File: config.mk
export PLATFORM = sky130hd
export DESIGN_NAME = bscp_port
export DESIGN_NICKNAME = d
export VERILOG_FILES = /design/src/verilog/bscp_port.v
export VERILOG_INCLUDE_DIRS = /design/src /design/src/verilog
export SDC_FILE = /design/constraint.sdc
export NUM_CORES = 1
export LEC_CHECK = 0
export BUFFER_PORTS_ARGS = -buffer_cell sky130_fd_sc_hd__buf_4
export CAP_MARGIN = 20
export CORE_MARGIN = 4
export CORE_UTILIZATION = 40
export CTS_BUF_LIST = sky130_fd_sc_hd__clkbuf_8
export CTS_CLUSTER_SIZE = 30
export DETAILED_ROUTE_END_ITERATION = 8
export PLACE_DENSITY = 0.63
export SYNTH_ARGS = -nofsm -noshare
export SYNTH_HDL_FRONTEND = slang
export SYNTH_HIERARCHICAL = 1
export SYNTH_SLANG_ARGS = --single-unit
File: constraint.sdc
create_clock -name clk_sys -period 6.6 [get_ports clk_sys]
set_clock_uncertainty 0.15 [all_clocks]
set_input_delay 0.66 -clock clk_sys [delete_from_list [all_inputs] [get_ports clk_sys]]
set_output_delay 0.66 -clock clk_sys [all_outputs]
set_load 0.01 [all_outputs]
File: src/verilog/bscp_defs.vh
`ifndef BSCP_DEFS_VH
`define BSCP_DEFS_VH
// clock and network link rate
`define BSCP_CLK_HZ          20000000
`define BSCP_NET_BPS         9600
`define BSCP_NET_FRAME_BITS  10
// local baud selector codes
`define BSCP_BAUD_300        3'h0
`define BSCP_BAUD_1200       3'h1
`define BSCP_BAUD_2400       3'h2
`define BSCP_BAUD_4800       3'h3
`define BSCP_BAUD_9600       3'h4
// local baud rates in bits per second
`define BSCP_RATE_300        300
`define BSCP_RATE_1200       1200
`define BSCP_RATE_2400       2400
`define BSCP_RATE_4800       4800
`define BSCP_RATE_9600       9600
// parity selector codes
`define BSCP_PAR_NONE        2'h0
`define BSCP_PAR_EVEN        2'h1
`define BSCP_PAR_ODD         2'h2
// character length code: bits = code + 5
`define BSCP_CHAR_5          2'h0
`define BSCP_CHAR_8          2'h3
// settings after reset
`define BSCP_DEF_PORT_EN     1'h1
`define BSCP_DEF_ECHO        1'h0
`define BSCP_DEF_TRANSP      1'h1
`define BSCP_DEF_BAUD        `BSCP_BAUD_9600
`define BSCP_DEF_CHAR        `BSCP_CHAR_8
`define BSCP_DEF_PARITY      `BSCP_PAR_NONE
`define BSCP_DEF_STOP2       1'h0
`define BSCP_DEF_HOT         1'h0
// sender release idle time in milliseconds
`define BSCP_IDLE_MS         2
// pacing stretch while voice is on the orderwire
`define BSCP_VOICE_SLOW      2
// queue geometry
`define BSCP_FIFO_WIDTH      8
`define BSCP_FIFO_DEPTH      16
`endif

File: src/verilog/bscp_port.v
`timescale 1ns/100ps
`include "bscp_defs.vh"

module bscp_fifo #(
  parameter WIDTH = `BSCP_FIFO_WIDTH,
  parameter DEPTH = `BSCP_FIFO_DEPTH,
  parameter AW    = 4
) (
  // clock and reset
  input  wire             clk_sys,
  input  wire             sys_rst,
  input  wire             flush,
  // filling side
  input  wire             in_valid,
  input  wire [WIDTH-1:0] in_data,
  output wire             in_ready,
  // draining side
  output wire             out_valid,
  output wire [WIDTH-1:0] out_data,
  input  wire             out_ready
);
  reg [WIDTH-1:0] mem_q [0:DEPTH-1];
  reg [AW-1:0]    wr_q;
  reg [AW-1:0]    rd_q;
  reg [AW:0]      cnt_q;
  wire            push;
  wire            pop;

  assign in_ready  = (cnt_q != DEPTH[AW:0]);
  assign out_valid = (cnt_q != {(AW+1){1'b0}});
  assign out_data  = mem_q[rd_q];
  assign push      = in_valid && in_ready;
  assign pop       = out_valid && out_ready;

  // pointers wrap at DEPTH so non power of two depths also work
  always @(posedge clk_sys) begin
    if (sys_rst || flush) begin
      wr_q  <= {AW{1'b0}};
      rd_q  <= {AW{1'b0}};
      cnt_q <= {(AW+1){1'b0}};
    end else begin
      if (push) begin
        wr_q <= (wr_q == DEPTH[AW-1:0] - 1'b1) ? {AW{1'b0}} : wr_q + 1'b1;
      end
      if (pop) begin
        rd_q <= (rd_q == DEPTH[AW-1:0] - 1'b1) ? {AW{1'b0}} : rd_q + 1'b1;
      end
      cnt_q <= cnt_q + {{AW{1'b0}}, push} - {{AW{1'b0}}, pop};
    end
  end

  // storage, no reset needed on the data path
  always @(posedge clk_sys) begin
    if (push) begin
      mem_q[wr_q] <= in_data;
    end
  end
endmodule // bscp_fifo

module bscp_port #(
  parameter CLK_HZ   = `BSCP_CLK_HZ,
  parameter IDLE_CYC = `BSCP_CLK_HZ / 1000 * `BSCP_IDLE_MS,
  parameter NET_GAP  = `BSCP_CLK_HZ / `BSCP_NET_BPS * `BSCP_NET_FRAME_BITS
) (
  // clock and reset
  input  wire       clk_sys,
  input  wire       sys_rst,
  // settings, taken on cfg_load
  input  wire       cfg_load,
  input  wire       cfg_port_en,
  input  wire       cfg_echo_en,
  input  wire       cfg_transparent,
  input  wire [2:0] cfg_baud_sel,
  input  wire [1:0] cfg_char_len,
  input  wire [1:0] cfg_parity,
  input  wire       cfg_stop2,
  input  wire       cfg_dual_unit_hot_standby,
  input  wire       svch_reinit,
  // orderwire voice activity
  input  wire       ow_voice_active,
  // local serial port
  input  wire       ser_rx,
  output reg        ser_tx_a_q,
  output reg        ser_tx_b_q,
  // network side
  input  wire       net_busy,
  input  wire       net_rx_valid,
  input  wire [7:0] net_rx_data,
  input  wire       net_tx_ready,
  output reg        net_tx_valid_q,
  output reg  [7:0] net_tx_data_q,
  output reg        net_sender_q,
  output reg        relay_valid_q,
  output reg  [7:0] relay_data_q,
  // status
  output reg        locked_q
);
  localparam RX_IDLE  = 2'h0;
  localparam RX_START = 2'h1;
  localparam RX_BITS  = 2'h2;
  localparam TX_IDLE  = 1'h0;
  localparam TX_SHIFT = 1'h1;

  // baud divider per selector
  function [16:0] baud_div;
    input [2:0] sel;
    integer r;
    begin
      case (sel)
        `BSCP_BAUD_300:  r = CLK_HZ / `BSCP_RATE_300;
        `BSCP_BAUD_1200: r = CLK_HZ / `BSCP_RATE_1200;
        `BSCP_BAUD_2400: r = CLK_HZ / `BSCP_RATE_2400;
        `BSCP_BAUD_4800: r = CLK_HZ / `BSCP_RATE_4800;
        default:         r = CLK_HZ / `BSCP_RATE_9600;
      endcase
      baud_div = r[16:0];
    end
  endfunction

  function [7:0] len_mask;
    input [1:0] c;
    begin
      case (c)
        2'h0:    len_mask = 8'h1f;
        2'h1:    len_mask = 8'h3f;
        2'h2:    len_mask = 8'h7f;
        default: len_mask = 8'hff;
      endcase
    end
  endfunction

  function par_bit;
    input [7:0] d;
    input [1:0] p;
    begin
      par_bit = (p == `BSCP_PAR_ODD) ? ~^d : ^d;
    end
  endfunction

  // settings registers
  reg        port_en_q, echo_q, transp_q, stop2_q, hot_q;
  reg [2:0]  baud_q;
  reg [1:0]  char_q, par_q;
  wire [3:0] nd     = {2'h0, char_q} + 4'h5;
  wire       has_par = (par_q != `BSCP_PAR_NONE);
  wire [16:0] div    = baud_div(baud_q);

  // settings hold their defaults until software loads new ones
  always @(posedge clk_sys) begin
    if (sys_rst) begin
      port_en_q <= `BSCP_DEF_PORT_EN;
      echo_q    <= `BSCP_DEF_ECHO;
      transp_q  <= `BSCP_DEF_TRANSP;
      baud_q    <= `BSCP_DEF_BAUD;
      char_q    <= `BSCP_DEF_CHAR;
      par_q     <= `BSCP_DEF_PARITY;
      stop2_q   <= `BSCP_DEF_STOP2;
      hot_q     <= `BSCP_DEF_HOT;
    end else if (cfg_load) begin
      port_en_q <= cfg_port_en;
      echo_q    <= cfg_echo_en;
      transp_q  <= cfg_transparent;
      baud_q    <= (cfg_baud_sel > `BSCP_BAUD_9600) ? `BSCP_BAUD_9600 : cfg_baud_sel;
      char_q    <= cfg_char_len;
      par_q     <= (cfg_parity == 2'h3) ? `BSCP_PAR_NONE : cfg_parity;
      stop2_q   <= cfg_stop2;
      hot_q     <= cfg_dual_unit_hot_standby;
    end
  end

  // pin synchroniser; a level counts once stages two and three agree
  reg rx_s1_q, rx_s2_q, rx_s3_q, rx_f_q;
  always @(posedge clk_sys) begin
    if (sys_rst) begin
      {rx_s1_q, rx_s2_q, rx_s3_q, rx_f_q} <= 4'hf;
    end else begin
      rx_s1_q <= ser_rx;
      rx_s2_q <= rx_s1_q;
      rx_s3_q <= rx_s2_q;
      if (rx_s2_q == rx_s3_q) begin
        rx_f_q <= rx_s3_q;
      end
    end
  end

  // receiver: mid-bit sampling of data, parity and first stop
  reg [1:0]  rx_st_q;
  reg [16:0] rx_cnt_q;
  reg [3:0]  rx_idx_q;
  reg [11:0] rx_sh_q;
  reg        rx_done_q;
  wire [3:0] rx_last = nd + {3'h0, has_par};
  wire [7:0] rx_data = rx_sh_q[7:0] & len_mask(char_q);
  wire       rx_ok   = rx_sh_q[rx_last] &&
                       (!has_par || rx_sh_q[nd] == par_bit(rx_data, par_q));
  always @(posedge clk_sys) begin
    if (sys_rst || svch_reinit) begin
      rx_st_q   <= RX_IDLE;
      rx_cnt_q  <= 17'h0_0000;
      rx_idx_q  <= 4'h0;
      rx_sh_q   <= 12'h000;
      rx_done_q <= 1'b0;
    end else begin
      rx_done_q <= 1'b0;
      case (rx_st_q)
        RX_IDLE: begin
          if (!rx_f_q) begin
            rx_st_q  <= RX_START;
            rx_cnt_q <= {1'b0, div[16:1]};
          end
        end
        RX_START: begin
          if (rx_cnt_q != 17'h0_0000) begin
            rx_cnt_q <= rx_cnt_q - 1'b1;
          end else if (rx_f_q) begin
            rx_st_q <= RX_IDLE;  // glitch, not a start bit
          end else begin
            rx_st_q  <= RX_BITS;
            rx_cnt_q <= div - 1'b1;  // a bit is exactly div cycles, no drift
            rx_idx_q <= 4'h0;
          end
        end
        RX_BITS: begin
          if (rx_cnt_q != 17'h0_0000) begin
            rx_cnt_q <= rx_cnt_q - 1'b1;
          end else begin
            rx_sh_q[rx_idx_q] <= rx_f_q;
            rx_cnt_q          <= div - 1'b1;  // reload one short, zero is the sample cycle
            rx_idx_q          <= rx_idx_q + 1'b1;
            if (rx_idx_q == rx_last) begin
              rx_st_q   <= RX_IDLE;
              rx_done_q <= 1'b1;
            end
          end
        end
        default: rx_st_q <= RX_IDLE;
      endcase
    end
  end

  // accepted local character; transparency off strips the top bit
  wire       loc_valid = rx_done_q && rx_ok && port_en_q && !locked_q;
  wire [7:0] loc_char  = transp_q ? rx_data : {1'b0, rx_data[6:0]};

  // outbound queue toward the network
  wire       q_ready, q_valid, q_pop;
  wire [7:0] q_data;
  bscp_fifo #(.WIDTH(8), .DEPTH(`BSCP_FIFO_DEPTH), .AW(4)) u_queue (
    .clk_sys   (clk_sys),
    .sys_rst   (sys_rst),
    .flush     (svch_reinit),
    .in_valid  (loc_valid),
    .in_data   (loc_char),
    .in_ready  (q_ready),
    .out_valid (q_valid),
    .out_data  (q_data),
    .out_ready (q_pop)
  );

  // pending characters for the local transmitter
  reg       echo_pend_q, net_pend_q;
  reg [7:0] echo_char_q, net_char_q;
  reg       tx_st_q;
  reg [11:0] tx_sh_q;
  reg [3:0]  tx_left_q;
  reg [16:0] tx_cnt_q;
  wire       tx_take_echo = (tx_st_q == TX_IDLE) && echo_pend_q;
  wire       tx_take_net  = (tx_st_q == TX_IDLE) && !echo_pend_q && net_pend_q;
  wire [7:0] tx_char      = (echo_pend_q ? echo_char_q : net_char_q) & len_mask(char_q);

  // frame: start, data lsb first, optional parity, stop bits
  reg [11:0] tx_frame;
  integer    i;
  always @* begin
    tx_frame    = 12'hfff;
    tx_frame[0] = 1'b0;
    for (i = 0; i < 8; i = i + 1) begin
      if (i < nd) begin
        tx_frame[i+1] = tx_char[i];
      end
    end
    if (has_par) begin
      tx_frame[nd+1'b1] = par_bit(tx_char, par_q);
    end
  end

  // a char arriving while its slot is still full overwrites the pending one; echo slot or queue overflow locks the port
  always @(posedge clk_sys) begin
    if (sys_rst || svch_reinit) begin
      echo_pend_q <= 1'b0;
      net_pend_q  <= 1'b0;
      echo_char_q <= 8'h00;
      net_char_q  <= 8'h00;
      locked_q    <= 1'b0;
    end else begin
      if (loc_valid && echo_q) begin
        echo_pend_q <= 1'b1;
        echo_char_q <= loc_char;
      end else if (tx_take_echo) begin
        echo_pend_q <= 1'b0;
      end
      if (net_rx_valid && port_en_q) begin
        net_pend_q <= 1'b1;
        net_char_q <= net_rx_data;
      end else if (tx_take_net) begin
        net_pend_q <= 1'b0;
      end
      if (loc_valid && (!q_ready || (echo_q && echo_pend_q && !tx_take_echo))) begin
        locked_q <= 1'b1;  // queue full or echo slot overflow
      end
    end
  end

  // local transmitter; only echo or network chars reach it
  always @(posedge clk_sys) begin
    if (sys_rst || svch_reinit) begin
      tx_st_q    <= TX_IDLE;
      tx_sh_q    <= 12'hfff;
      tx_left_q  <= 4'h0;
      tx_cnt_q   <= 17'h0_0000;
      ser_tx_a_q <= 1'b1;
      ser_tx_b_q <= 1'b1;
    end else begin
      case (tx_st_q)
        TX_IDLE: begin
          if (tx_take_echo || tx_take_net) begin
            tx_st_q   <= TX_SHIFT;
            tx_sh_q   <= tx_frame;
            tx_left_q <= nd + {3'h0, has_par} + {3'h0, stop2_q} + 4'h2;
            tx_cnt_q  <= 17'h0_0000;
          end
        end
        TX_SHIFT: begin
          if (tx_cnt_q != 17'h0_0000) begin
            tx_cnt_q <= tx_cnt_q - 1'b1;
          end else if (tx_left_q == 4'h0) begin
            tx_st_q <= TX_IDLE;
          end else begin
            ser_tx_a_q <= tx_sh_q[0];
            ser_tx_b_q <= hot_q ? tx_sh_q[0] : 1'b1;
            tx_sh_q    <= {1'b1, tx_sh_q[11:1]};
            tx_left_q  <= tx_left_q - 1'b1;
            tx_cnt_q   <= div - 1'b1;
          end
        end
        default: tx_st_q <= TX_IDLE;
      endcase
    end
  end

  // relay every network character onward regardless of the port setting
  always @(posedge clk_sys) begin
    if (sys_rst) begin
      relay_valid_q <= 1'b0;
      relay_data_q  <= 8'h00;
    end else begin
      relay_valid_q <= net_rx_valid;
      if (net_rx_valid) begin
        relay_data_q <= net_rx_data;
      end
    end
  end

  // sender role and paced network output
  reg [19:0] idle_q;
  reg [16:0] pace_q;
  // stretched gap while voice is on; only the low 17 bits are ever needed
  wire [31:0] gap_slow = NET_GAP * `BSCP_VOICE_SLOW;
  assign q_pop = net_sender_q && q_valid && !net_tx_valid_q && (pace_q == 17'h0_0000);
  always @(posedge clk_sys) begin
    if (sys_rst || svch_reinit) begin
      net_sender_q   <= 1'b0;
      net_tx_valid_q <= 1'b0;
      net_tx_data_q  <= 8'h00;
      idle_q         <= 20'h0_0000;
      pace_q         <= 17'h0_0000;
    end else begin
      if (!net_sender_q && q_valid && !net_busy) begin
        net_sender_q <= 1'b1;
      end else if (net_sender_q && !q_valid && !net_tx_valid_q &&
                   idle_q >= IDLE_CYC[19:0]) begin
        net_sender_q <= 1'b0;
      end
      if (loc_valid || q_valid || !net_sender_q) begin
        idle_q <= 20'h0_0000;
      end else if (idle_q < IDLE_CYC[19:0]) begin
        idle_q <= idle_q + 1'b1;
      end
      if (q_pop) begin
        net_tx_valid_q <= 1'b1;
        net_tx_data_q  <= q_data;
        pace_q <= ow_voice_active ? gap_slow[16:0] : NET_GAP[16:0];
      end else begin
        if (net_tx_valid_q && net_tx_ready) begin
          net_tx_valid_q <= 1'b0;
        end
        if (pace_q != 17'h0_0000) begin
          pace_q <= pace_q - 1'b1;
        end
      end
    end
  end
endmodule // bscp_port

==> impl_summary.md, run 1 <==
Setup path
The depth of the most critical reg-to-reg path is 19. In this run the worst path has a maximum fanout of 25. The critical path launch point type is a flop.

The critical path data arrival time is 5070 ps. The required time at the endpoint of the critical path is 6910 ps. STA classifies the critical path endpoint as a flop. The reg-to-reg endpoint is u_queue/cnt_q[4]$_SDFF_PP0_. The slack of the worst reg-to-reg path is 1840 ps.

The type of the worst setup path is flop to flop. The startpoint identified for the worst register-to-register timing path is char_q[0]$_SDFFE_PP1P_.

Global route
The first-pass GRT wire length is 51.49 mm. The total grt overflow is 0. The number of global-route vias before repair is 9888. The largest net degree at the start of global routing is 68. The initial antenna violation count is 0. The all-layer global routing usage is 0.1617.

Power
The share of total power in sequential cells is 0.484. For this design the ratio of total power to cell area is 267.0 nW/um^2. The clock group share of total power is 0.391. The net switching power figure is 1.116 mW. Summed over all cells, the static leakage comes to 5.916 nW.

The total internal power is 3.152 mW. Of the total power, the share spent switching nets is 0.2615. The fraction of power consumed by combinational cells is 0.125.

The peak ir drop on the vdd network is 123.0 uV.

Logic synthesis
The number of flip-flops and latches in the synthesized netlist is 308. The complex-gate fraction of the synthesized area came to 0.1111. The simple-gate share of the synthesized area is 0.1642.

The largest family of logic cells by synthesized area is simple AND/OR/NAND/NOR gates. The number of flops mapped to enable cells by yosys is 128. Counting every net in the synthesized netlist gives 1388. The total number of yosys warnings is 6. The cell area after technology mapping is 14190 sq um. The fraction of the yosys area taken by sequential cells is 0.5246.

For this run, the leading register cell type out of synthesis is sky130_fd_sc_hd__dfxtp_1. In the synthesized netlist, the number of instances is 1320. The synthesized-area fraction occupied by adder cells is 0.03543. The xor and xnor fraction of the mapped netlist area is 0.03552.

Synthesis instantiated 82 different standard cells from the library. In this run the mean area of a mapped cell was 10.75 sq um. The post-synthesis async set-or-reset flop share is 0. The mux cell area share after synthesis is 0.09476.

Floorplan
The floorplan row count is 68. The die is 196.4 microns tall. The total core area is 34800 sq um. The top-level port count is 51. The die is 196.4 microns wide. The floorplan step defined a die boundary enclosing 38570 sq um. For this configuration, the core starts out at a cell density of 0.4079.

CTS
The root buffer cell chosen for the clock tree is sky130_fd_sc_hd__clkbuf_8. The post-CTS clock slew at the launch and capture registers of the worst setup and hold paths is 60 ps. The number of buffers inserted for hold repair after clock tree synthesis is 0. The H-tree was split into 2 levels. The post-cts repair resize count is 0. The number of clock sinks is 308. Buffers added to address setup during post-CTS repair amount to 0. The clock reaches the later pin of the worst-skew pair after 580 ps. The CTS tree is yes. The maximum clock insertion buffer count is 3. The TritonCTS buffer count is 51.

Hold path
The class of the most critical hold timing path is input pin to flop. The worst-case hold path end point is rx_s1_q$_SDFF_PP1_. The worst hold path begins at ser_rx. The number of cells traversed by the worst hold path is 2.

Drt
Summed over all nets, wire length on met2 after detailed routing comes to 15.34 mm. The met3 wirelength from detailed routing is 1.592 mm. In the routed design, unresolved DRC markers number 0. In this run, the number of DRC markers left after iteration 0 of detailed routing was 551. The remaining antenna violation count after routing is 0. The first-pass iteration count of the detailed router is 5. In the routed layout, each cell is associated on average with a via count of 5.365.

The highest layer touched by signal routing is met4. In the final routing, the length of wire on met1 measures 14.26 mm. The average wire per cell in the routed design is 17.05 microns.

The final wirelength is 31.79 mm. The routed layout has 10005 vias.

STA
At the pin with the least slew margin, the transition time is 1057 ps. Subtracting the final worst setup slack from the clock period gives 4763 ps. Setup total negative slack on the finished layout was measured at 0 ps. The worst slew margin relative to its limit is 0.2895. The setup violation total in the final timing report is 0.

The number of max-slew violations in the final report is 0. Setup repair after global routing left no endpoint under its margin. Static timing analysis puts the maximum clock frequency at 210.0 MHz.

The count of final hold-check violations is 0. The ratio of final minimum period to clock period is 0.7217.

Final layout
The number of antenna diodes in the final layout is 0. Leaving out fill and tap cells, the most frequent cell in the layout is sky130_fd_sc_hd__dfxtp_1. Relative to the synthesized area, the layout overhead comes to 12.62%. After routing the design area is 15990 sq um.

In the layout the commonest cells are sky130_fd_sc_hd__dfxtp_1 (179), sky130_fd_sc_hd__nand2_1 (131), sky130_fd_sc_hd__edfxtp_1 (128). The post-layout net count is 1435. In the final layout, the share of cells above drive strength 1 is 0.1340.

Flow run
The tool flagged a number of max-cap violations equal to 0.

Placed design
Summed over all nets, the half-perimeter wirelength after detailed placement is 20.91 mm. The routability congestion estimate is 0.8167. The cell area after placement is 14900 sq um. During placement, the flow inserted port buffers numbering 50.

Status
The flow ran to the end, and the final reports show no timing, DRC or antenna violations.
## worst max-delay path: stages (launching register included)
cell                       delay (ps)
sky130_fd_sc_hd__dfxtp_1          480
sky130_fd_sc_hd__inv_1            200
sky130_fd_sc_hd__ha_1             250
sky130_fd_sc_hd__fa_1             620
sky130_fd_sc_hd__mux4_2           240
sky130_fd_sc_hd__mux2i_1           70
sky130_fd_sc_hd__nor3_1           230
sky130_fd_sc_hd__inv_1             80
sky130_fd_sc_hd__nor3_2           170
sky130_fd_sc_hd__buf_4            290
sky130_fd_sc_hd__nand2_1          270
sky130_fd_sc_hd__ha_1             360
sky130_fd_sc_hd__inv_1             50
sky130_fd_sc_hd__ha_1             150
sky130_fd_sc_hd__inv_1             50
sky130_fd_sc_hd__fa_1             390
sky130_fd_sc_hd__nand2b_1         160
sky130_fd_sc_hd__a21oi_1          180
sky130_fd_sc_hd__o21ai_0           90
sky130_fd_sc_hd__nor3b_1          140
## metal layers
layer	track usage	up-vias
met5	0	-
met4	0.04655	0
met3	0.02872	44
met2	0.2712	215
met1	0.2166	4813
li1	-	4933
## synthesized netlist by cell type (18+ instances only)
library cell	instances	area, sq um
sky130_fd_sc_hd__nand2_1	131	491.7
sky130_fd_sc_hd__inv_1	42	157.7
sky130_fd_sc_hd__and2_1	23	143.9
sky130_fd_sc_hd__mux2i_1	47	470.5
sky130_fd_sc_hd__nor2_1	107	401.6
sky130_fd_sc_hd__mux4_2	22	495.5
sky130_fd_sc_hd__clkbuf_1	44	165.2
sky130_fd_sc_hd__edfxtp_1	128	3844
sky130_fd_sc_hd__xnor2_1	29	254.0
sky130_fd_sc_hd__a21oi_1	97	485.5
sky130_fd_sc_hd__nand3_1	30	150.1
sky130_fd_sc_hd__nor3_1	44	220.2
sky130_fd_sc_hd__a22oi_1	18	135.1
sky130_fd_sc_hd__dfxtp_1	180	3603
sky130_fd_sc_hd__xor2_1	26	227.7
sky130_fd_sc_hd__o21ai_0	59	295.3
sky130_fd_sc_hd__ha_1	37	462.9
## layout make-up
type	instances	area, sq um
clock buffers	66	908.4
clock inverters	30	148.9
fillers	3226	18810
inverters	42	157.7
multi-input cells	902	6279
flip-flops and latches	308	7448
well taps	455	569.3
repair buffers	62	475.5
## kinds of logic after synthesis
kind of cell	after synthesis
compound gates	260
xor+xnor	56
fa+ha+maj	39
buf+inv	110
flops	308
mux	84
simple gates	463
## state kept, by name, summed over array words and instances, names as in the netlist, 5 cells and up, named ones only
name and count:
net_char_q 8, idle_q 20, tx_cnt_q 17, tx_sh_q 12, rx_cnt_q 17, net_tx_data_q 8
rx_sh_q 12, pace_q 17, relay_data_q 8, u_queue/cnt_q 5, u_queue/mem_q 128, echo_char_q 8
## power groups by stage
stage          Combinational (mW)  Clock [mW]  Sequential [mW]
2_1_floorplan               0.420           0             2.09
3_3_place_gp                0.520           0             2.10
3_5_place_dp                0.530           0             2.11
4_1_cts                     0.536        1.73             2.07
5_1_grt                     0.604        1.81             2.07
6_report                    0.535        1.67             2.07
## stage by stage
stage / power [mW] / hold slack [ps] / util / cells / setup slack, ps
after global placement: 2.625 / 244.3 / 0.4283 / 1767 / 1952
after floorplan: 2.514 / 239.5 / - / 1320 / 1881
after global routing: 4.489 / 105.0 / 0.4594 / 1865 / 1451
after CTS: 4.328 / 72.45 / 0.4587 / 1863 / 1847
after detailed placement: 2.636 / 244.6 / 0.4283 / 1767 / 1864
final: 4.269 / 113.0 / 0.4594 / 1865 / 1837
## worst max-delay path by stage
stage                                        to  slack [ps]  cells after the start                    from
finish              u_queue/cnt_q[4]$_SDFF_PP0_        1840                     19  char_q[0]$_SDFFE_PP1P_
global route        u_queue/cnt_q[4]$_SDFF_PP0_        1450                     19  char_q[0]$_SDFFE_PP1P_
CTS                 u_queue/cnt_q[4]$_SDFF_PP0_        1850                     19  char_q[0]$_SDFFE_PP1P_
detailed placement  u_queue/cnt_q[4]$_SDFF_PP0_        1860                     19  char_q[0]$_SDFFE_PP1P_
global placement    u_queue/cnt_q[4]$_SDFF_PP0_        1950                     19  char_q[0]$_SDFFE_PP1P_
floorplan           u_queue/cnt_q[4]$_SDFF_PP0_        1880                     20  char_q[0]$_SDFFE_PP1P_
Note: power is estimated with default switching activity, not from simulation.
==> inputs of run 2 (changes only) <==
--- a/config.mk
+++ b/config.mk
@@ -6,6 +6,7 @@
 export SDC_FILE = /design/constraint.sdc
 export NUM_CORES = 1
 export LEC_CHECK = 0
+export ABC_AREA = 1
 export BUFFER_PORTS_ARGS = -buffer_cell sky130_fd_sc_hd__buf_4
 export CAP_MARGIN = 20
 export CORE_MARGIN = 4
@@ -13,7 +14,7 @@
 export CTS_BUF_LIST = sky130_fd_sc_hd__clkbuf_8
 export CTS_CLUSTER_SIZE = 30
 export DETAILED_ROUTE_END_ITERATION = 8
-export PLACE_DENSITY = 0.63
+export PLACE_DENSITY = 0.62
 export SYNTH_ARGS = -nofsm -noshare
 export SYNTH_HDL_FRONTEND = slang
 export SYNTH_HIERARCHICAL = 1
==> constraint.sdc (replaced) <==
create_clock -name clk_sys -period 4.4 [get_ports clk_sys]
set_clock_uncertainty 0.15 [all_clocks]
set_input_delay 0.44 -clock clk_sys [delete_from_list [all_inputs] [get_ports clk_sys]]
set_output_delay 0.44 -clock clk_sys [all_outputs]
set_load 0.01 [all_outputs]
==> run 2 against run 1 <==
  * Synthesized area increased by 8.0%
  * Non-clock buffer count grew 51
  * Setup slack got worse by 1500 ps
  * Flip-flop and latch count unchanged
  * Utilization is 0.93 points higher
  * Sequential power grew 49%
  * Worst hold slack worse by 69 ps
  * Fmax increased by 18%
  * Cell count rose by 39%
  * Register-to-register slack got worse by 1500 ps
  * Critical endpoint unchanged
  * Largest cell class unchanged
  * Largest power group unchanged
  * Highest routed layer unchanged
==> impl_summary.md, run 2 <==
Logic synthesis
In this run, synthesis produced a sequential element count of 308. The complex-gate fraction of the synthesized area is 0.09397. The number of nets handed over by synthesis was 2013. Of the post-synthesis cell area, the dominant cell type holds 0.2508.

Measured against the total synthesized area, the mux share comes to 0. Ranked by total cell area, the synthesized netlist is headed by sky130_fd_sc_hd__edfxtp_1 (25%), sky130_fd_sc_hd__dfxtp_1 (24%), sky130_fd_sc_hd__nand2_1 (12%). Counting flops with an async set or reset pin after synthesis yields a share of 0. By count the netlist is led by sky130_fd_sc_hd__nand2_1 (485), sky130_fd_sc_hd__nor2_1 (237), sky130_fd_sc_hd__inv_1 (218). In this run the cell area of the synthesized design comes to 15320 sq um. The number of instances in the synthesized netlist is 1945.

The dominant register cell in the synthesized netlist is sky130_fd_sc_hd__dfxtp_1. The xor and xnor fraction of the mapped netlist area is 0.02800. After synthesis, the mean cell area works out to 7.879 sq um. The synthesized design contains 128 enable-type register cells. The most frequent cell after synthesis is sky130_fd_sc_hd__nand2_1. Of the total synthesized cell area, the portion taken by AND, OR, NAND and NOR gates is 0.2756. For this run, the register share of the synthesized area comes to 0.4860. The total number of yosys warnings is 6. The synthesized-area fraction occupied by adder cells is 0.03282. After synthesis, the largest family of logic cells by area is simple AND/OR/NAND/NOR gates. The unique cell type count in the Yosys netlist is 49. The biggest area contributor in the post-synthesis netlist is sky130_fd_sc_hd__edfxtp_1.

Drt
After detailed routing, the number of vias per cell comes to 4.880. The first-pass iteration count of the detailed router is 5. In this run, the number of DRC markers left after iteration 0 of detailed routing was 861. For this run, design rule violations remaining after detail routing come to 0.

The average wire per cell in the routed design is 14.22 microns. In this run the remaining antenna-violating nets after routing total 0. Summed over all layers, the routed wires come to 36.98 mm. The final route contains 12692 vias.

Floorplan
The die span in y is 203.7 microns. The floorplan die width is 203.7 microns. After floorplanning, the core was sized to cover 37760 sq um. The die footprint is 41510 sq um. In this run the core area contains 71 standard-cell rows. Pin placement for this block handled 51 I/O pins. The effective utilization at floorplan is 0.4059.

Hold path
The start point of the worst min-delay path is svch_reinit. The number of cells traversed by the worst hold path is 4. The worst-case hold path end point is u_queue/cnt_q[3]$_SDFF_PP0_. The class of the most critical hold timing path is input pin to flop.

Final layout
In the layout the commonest cells are sky130_fd_sc_hd__nand2_1 (484), sky130_fd_sc_hd__nor2_1 (235), sky130_fd_sc_hd__inv_1 (228). The area growth from synthesis to layout is 15.48%. The number of flip-flops under the largest register name is 128. The share of cells above drive strength 1 is 0.1072. u_queue/mem_q holds more flip-flops than any other register. In the final layout, the registers with the most flip-flops are u_queue/mem_q (128), idle_q (20).

The most common cell after layout, fill and taps aside is sky130_fd_sc_hd__nand2_1. The total inserted antenna cells is 0. The fraction of the core area covered by cells at the end of the flow is 0.4687. After the last flow step, the layout net total stands at 2117.

Global route
Entering global routing, the biggest net connects 82 pins. The total grt overflow is 0. In the global route stage, overall resource usage came out at 0.1762.

In the global route stage, met2 resource usage came out at 0.2761. For this run, global-route usage on met1 was measured as 0.2458. The number of global-route vias before repair came to 12105. The first global-routing pass estimated 60.35 mm of wire.

The global-route met3 utilization is 0.03117. The initial antenna violation count is 0. In this run the most used layer during global routing was met2.

Setup path
The maximum fanout along the worst path is 7. The startpoint of the worst-slack reg-to-reg timing path is par_q[0]$_SDFFE_PP0P_. The worst setup path is captured at a flop.

The worst register-to-register path ends at u_queue/cnt_q[4]$_SDFF_PP0_. The required time at the endpoint of the critical path is 4820 ps. The worst setup path is launched from a flop. The slack of the worst reg-to-reg path is 370 ps. Measured in cells, the most critical reg-to-reg path has a length of 23. The critical path data arrival time is 4450 ps. By startpoint and endpoint, the worst setup path is classified as flop to flop.

CTS
The TritonCTS buffer count is 54. After clock tree synthesis, the clock-pin slew on the worst setup and hold paths is 60 ps. CTS built an H-tree with a depth of 2.

The CTS tree is yes. The master cell of the clock root buffer is sky130_fd_sc_hd__clkbuf_8. No sink is reached through more buffers than the 3 on the longest clock path. CTS saw 308 sinks. For the worst-skew pair, the clock arrives at the later sink with an insertion delay of 650 ps.

STA
The accumulated negative setup slack is 0 ps. For the pin with the worst max-slew slack, the measured transition is 821.9 ps. Setup repair after global routing left no endpoint under its margin. The smallest clock period supported by the final layout is computed as 4031 ps. In the finished design, the share of the clock period the worst path needs comes to 0.9162. The count of final hold-check violations was 0. Static timing analysis puts the maximum clock frequency at 248.1 MHz. The number of max-slew violations in the final report is 0. The worst slew margin relative to its limit is 0.4513. Setup violations remaining at the end of the flow were counted as 0.

Flow run
The number of max-cap violations is 0.

Power
The leakage power of the design is 7.507 nW. IR analysis of the VDD net gives a maximum drop of 288.5 uV. In this run the power density over the cells is 373.9 nW/um^2.

Placed design
The routability congestion estimate is 0.8892. The count of buffers added on input and output ports is 50. The HPWL after detailed placement is 25.13 mm.

Status
The run finished with clean final reports.
==> run 2: per-stage QoR <==
step | setup slack [ps] | hold slack, ps | cells | cell area [sq um] | total power, mW
global placement | 295.0 | 256.9 | 2458 | 16100 | 3.928
finish | 368.9 | 44.28 | 2601 | 17700 | 6.617
global route | 36.14 | 48.36 | 2601 | 17700 | 6.964
CTS | 206.5 | 9.063 | 2600 | 17680 | 6.695
floorplan | 538.1 | 239.5 | 1945 | 15320 | 3.750
detailed placement | 237.5 | 255.3 | 2458 | 16100 | 3.933
==> run 2: area by class of cell <==
cell class | instances | area, sq um
Timing Repair Buffer | 113 | 960.9
Multi-Input combinational cell | 1331 | 6615
Inverter | 241 | 909.6
Clock buffer | 66 | 908.4
Clock inverter | 31 | 214.0
Sequential cell | 308 | 7450
Fill cell | 3682 | 20060
Tap cell | 511 | 639.4
==> run 2: logic make-up after synthesis <==
| logic type | count (synthesis) |
|---|---|
| flip-flops | 308 |
| buffers and inverters | 306 |
| AO/OA/AOI/OAI | 265 |
| XOR/XNOR | 49 |
| adder cells (fa/ha/maj) | 39 |
| AND/OR/NAND/NOR | 978 |
==> run 2: worst max path at each step <==
stage	startpoint	endpoint	slack, ps	depth (start not counted)
5_1_grt	char_q[1]$_SDFFE_PP1P_	u_queue/cnt_q[4]$_SDFF_PP0_	40	27
6_report	par_q[0]$_SDFFE_PP0P_	u_queue/cnt_q[4]$_SDFF_PP0_	370	23
3_3_place_gp	par_q[0]$_SDFFE_PP0P_	u_queue/cnt_q[4]$_SDFF_PP0_	290	22
4_1_cts	par_q[0]$_SDFFE_PP0P_	u_queue/cnt_q[4]$_SDFF_PP0_	210	22
2_1_floorplan	par_q[0]$_SDFFE_PP0P_	u_queue/cnt_q[4]$_SDFF_PP0_	540	22
3_5_place_dp	par_q[0]$_SDFFE_PP0P_	u_queue/cnt_q[4]$_SDFF_PP0_	240	22
==> run 2: metal layers <==
metal	up-vias	routed length (microns)
li1	6507	-
met1	5820	17560
met2	302	16520
met3	63	1908
met4	0	981
met5	-	0
==> run 2: critical path, stage by stage, from the launching register on <==
cell,delay (ps)
sky130_fd_sc_hd__dfxtp_1,360
sky130_fd_sc_hd__nor2_2,160
sky130_fd_sc_hd__clkinv_1,110
sky130_fd_sc_hd__ha_1,200
sky130_fd_sc_hd__fa_2,570
sky130_fd_sc_hd__inv_2,70
sky130_fd_sc_hd__nand2_1,120
sky130_fd_sc_hd__o22ai_1,90
sky130_fd_sc_hd__o21ai_0,160
sky130_fd_sc_hd__a21oi_1,90
sky130_fd_sc_hd__nor2_4,140
sky130_fd_sc_hd__nand3_2,140
sky130_fd_sc_hd__inv_2,120
sky130_fd_sc_hd__nand2_2,100
sky130_fd_sc_hd__ha_1,310
sky130_fd_sc_hd__inv_1,60
sky130_fd_sc_hd__ha_1,150
sky130_fd_sc_hd__inv_1,50
sky130_fd_sc_hd__fa_1,390
sky130_fd_sc_hd__inv_1,100
sky130_fd_sc_hd__nand3_1,100
sky130_fd_sc_hd__nand3_1,90
sky130_fd_sc_hd__nand2_1,60
sky130_fd_sc_hd__nor2_1,100
==> run 2: power breakdown <==
part | leakage (nW) | switching [mW] | internal (mW) | total [mW]
logic | 4.25 | 0.511 | 0.331 | 0.842
registers | 2.64 | 0.0608 | 3.02 | 3.08
clock network | 0.624 | 1.21 | 1.49 | 2.70
==> run 2: timing repair <==
action                                  CTS  global route
hold endpoints to repair                 36             0
endpoints found under the setup margin    0             1
setup buffers                             0             1
hold buffers                             45             0
resized for setup                         0             6
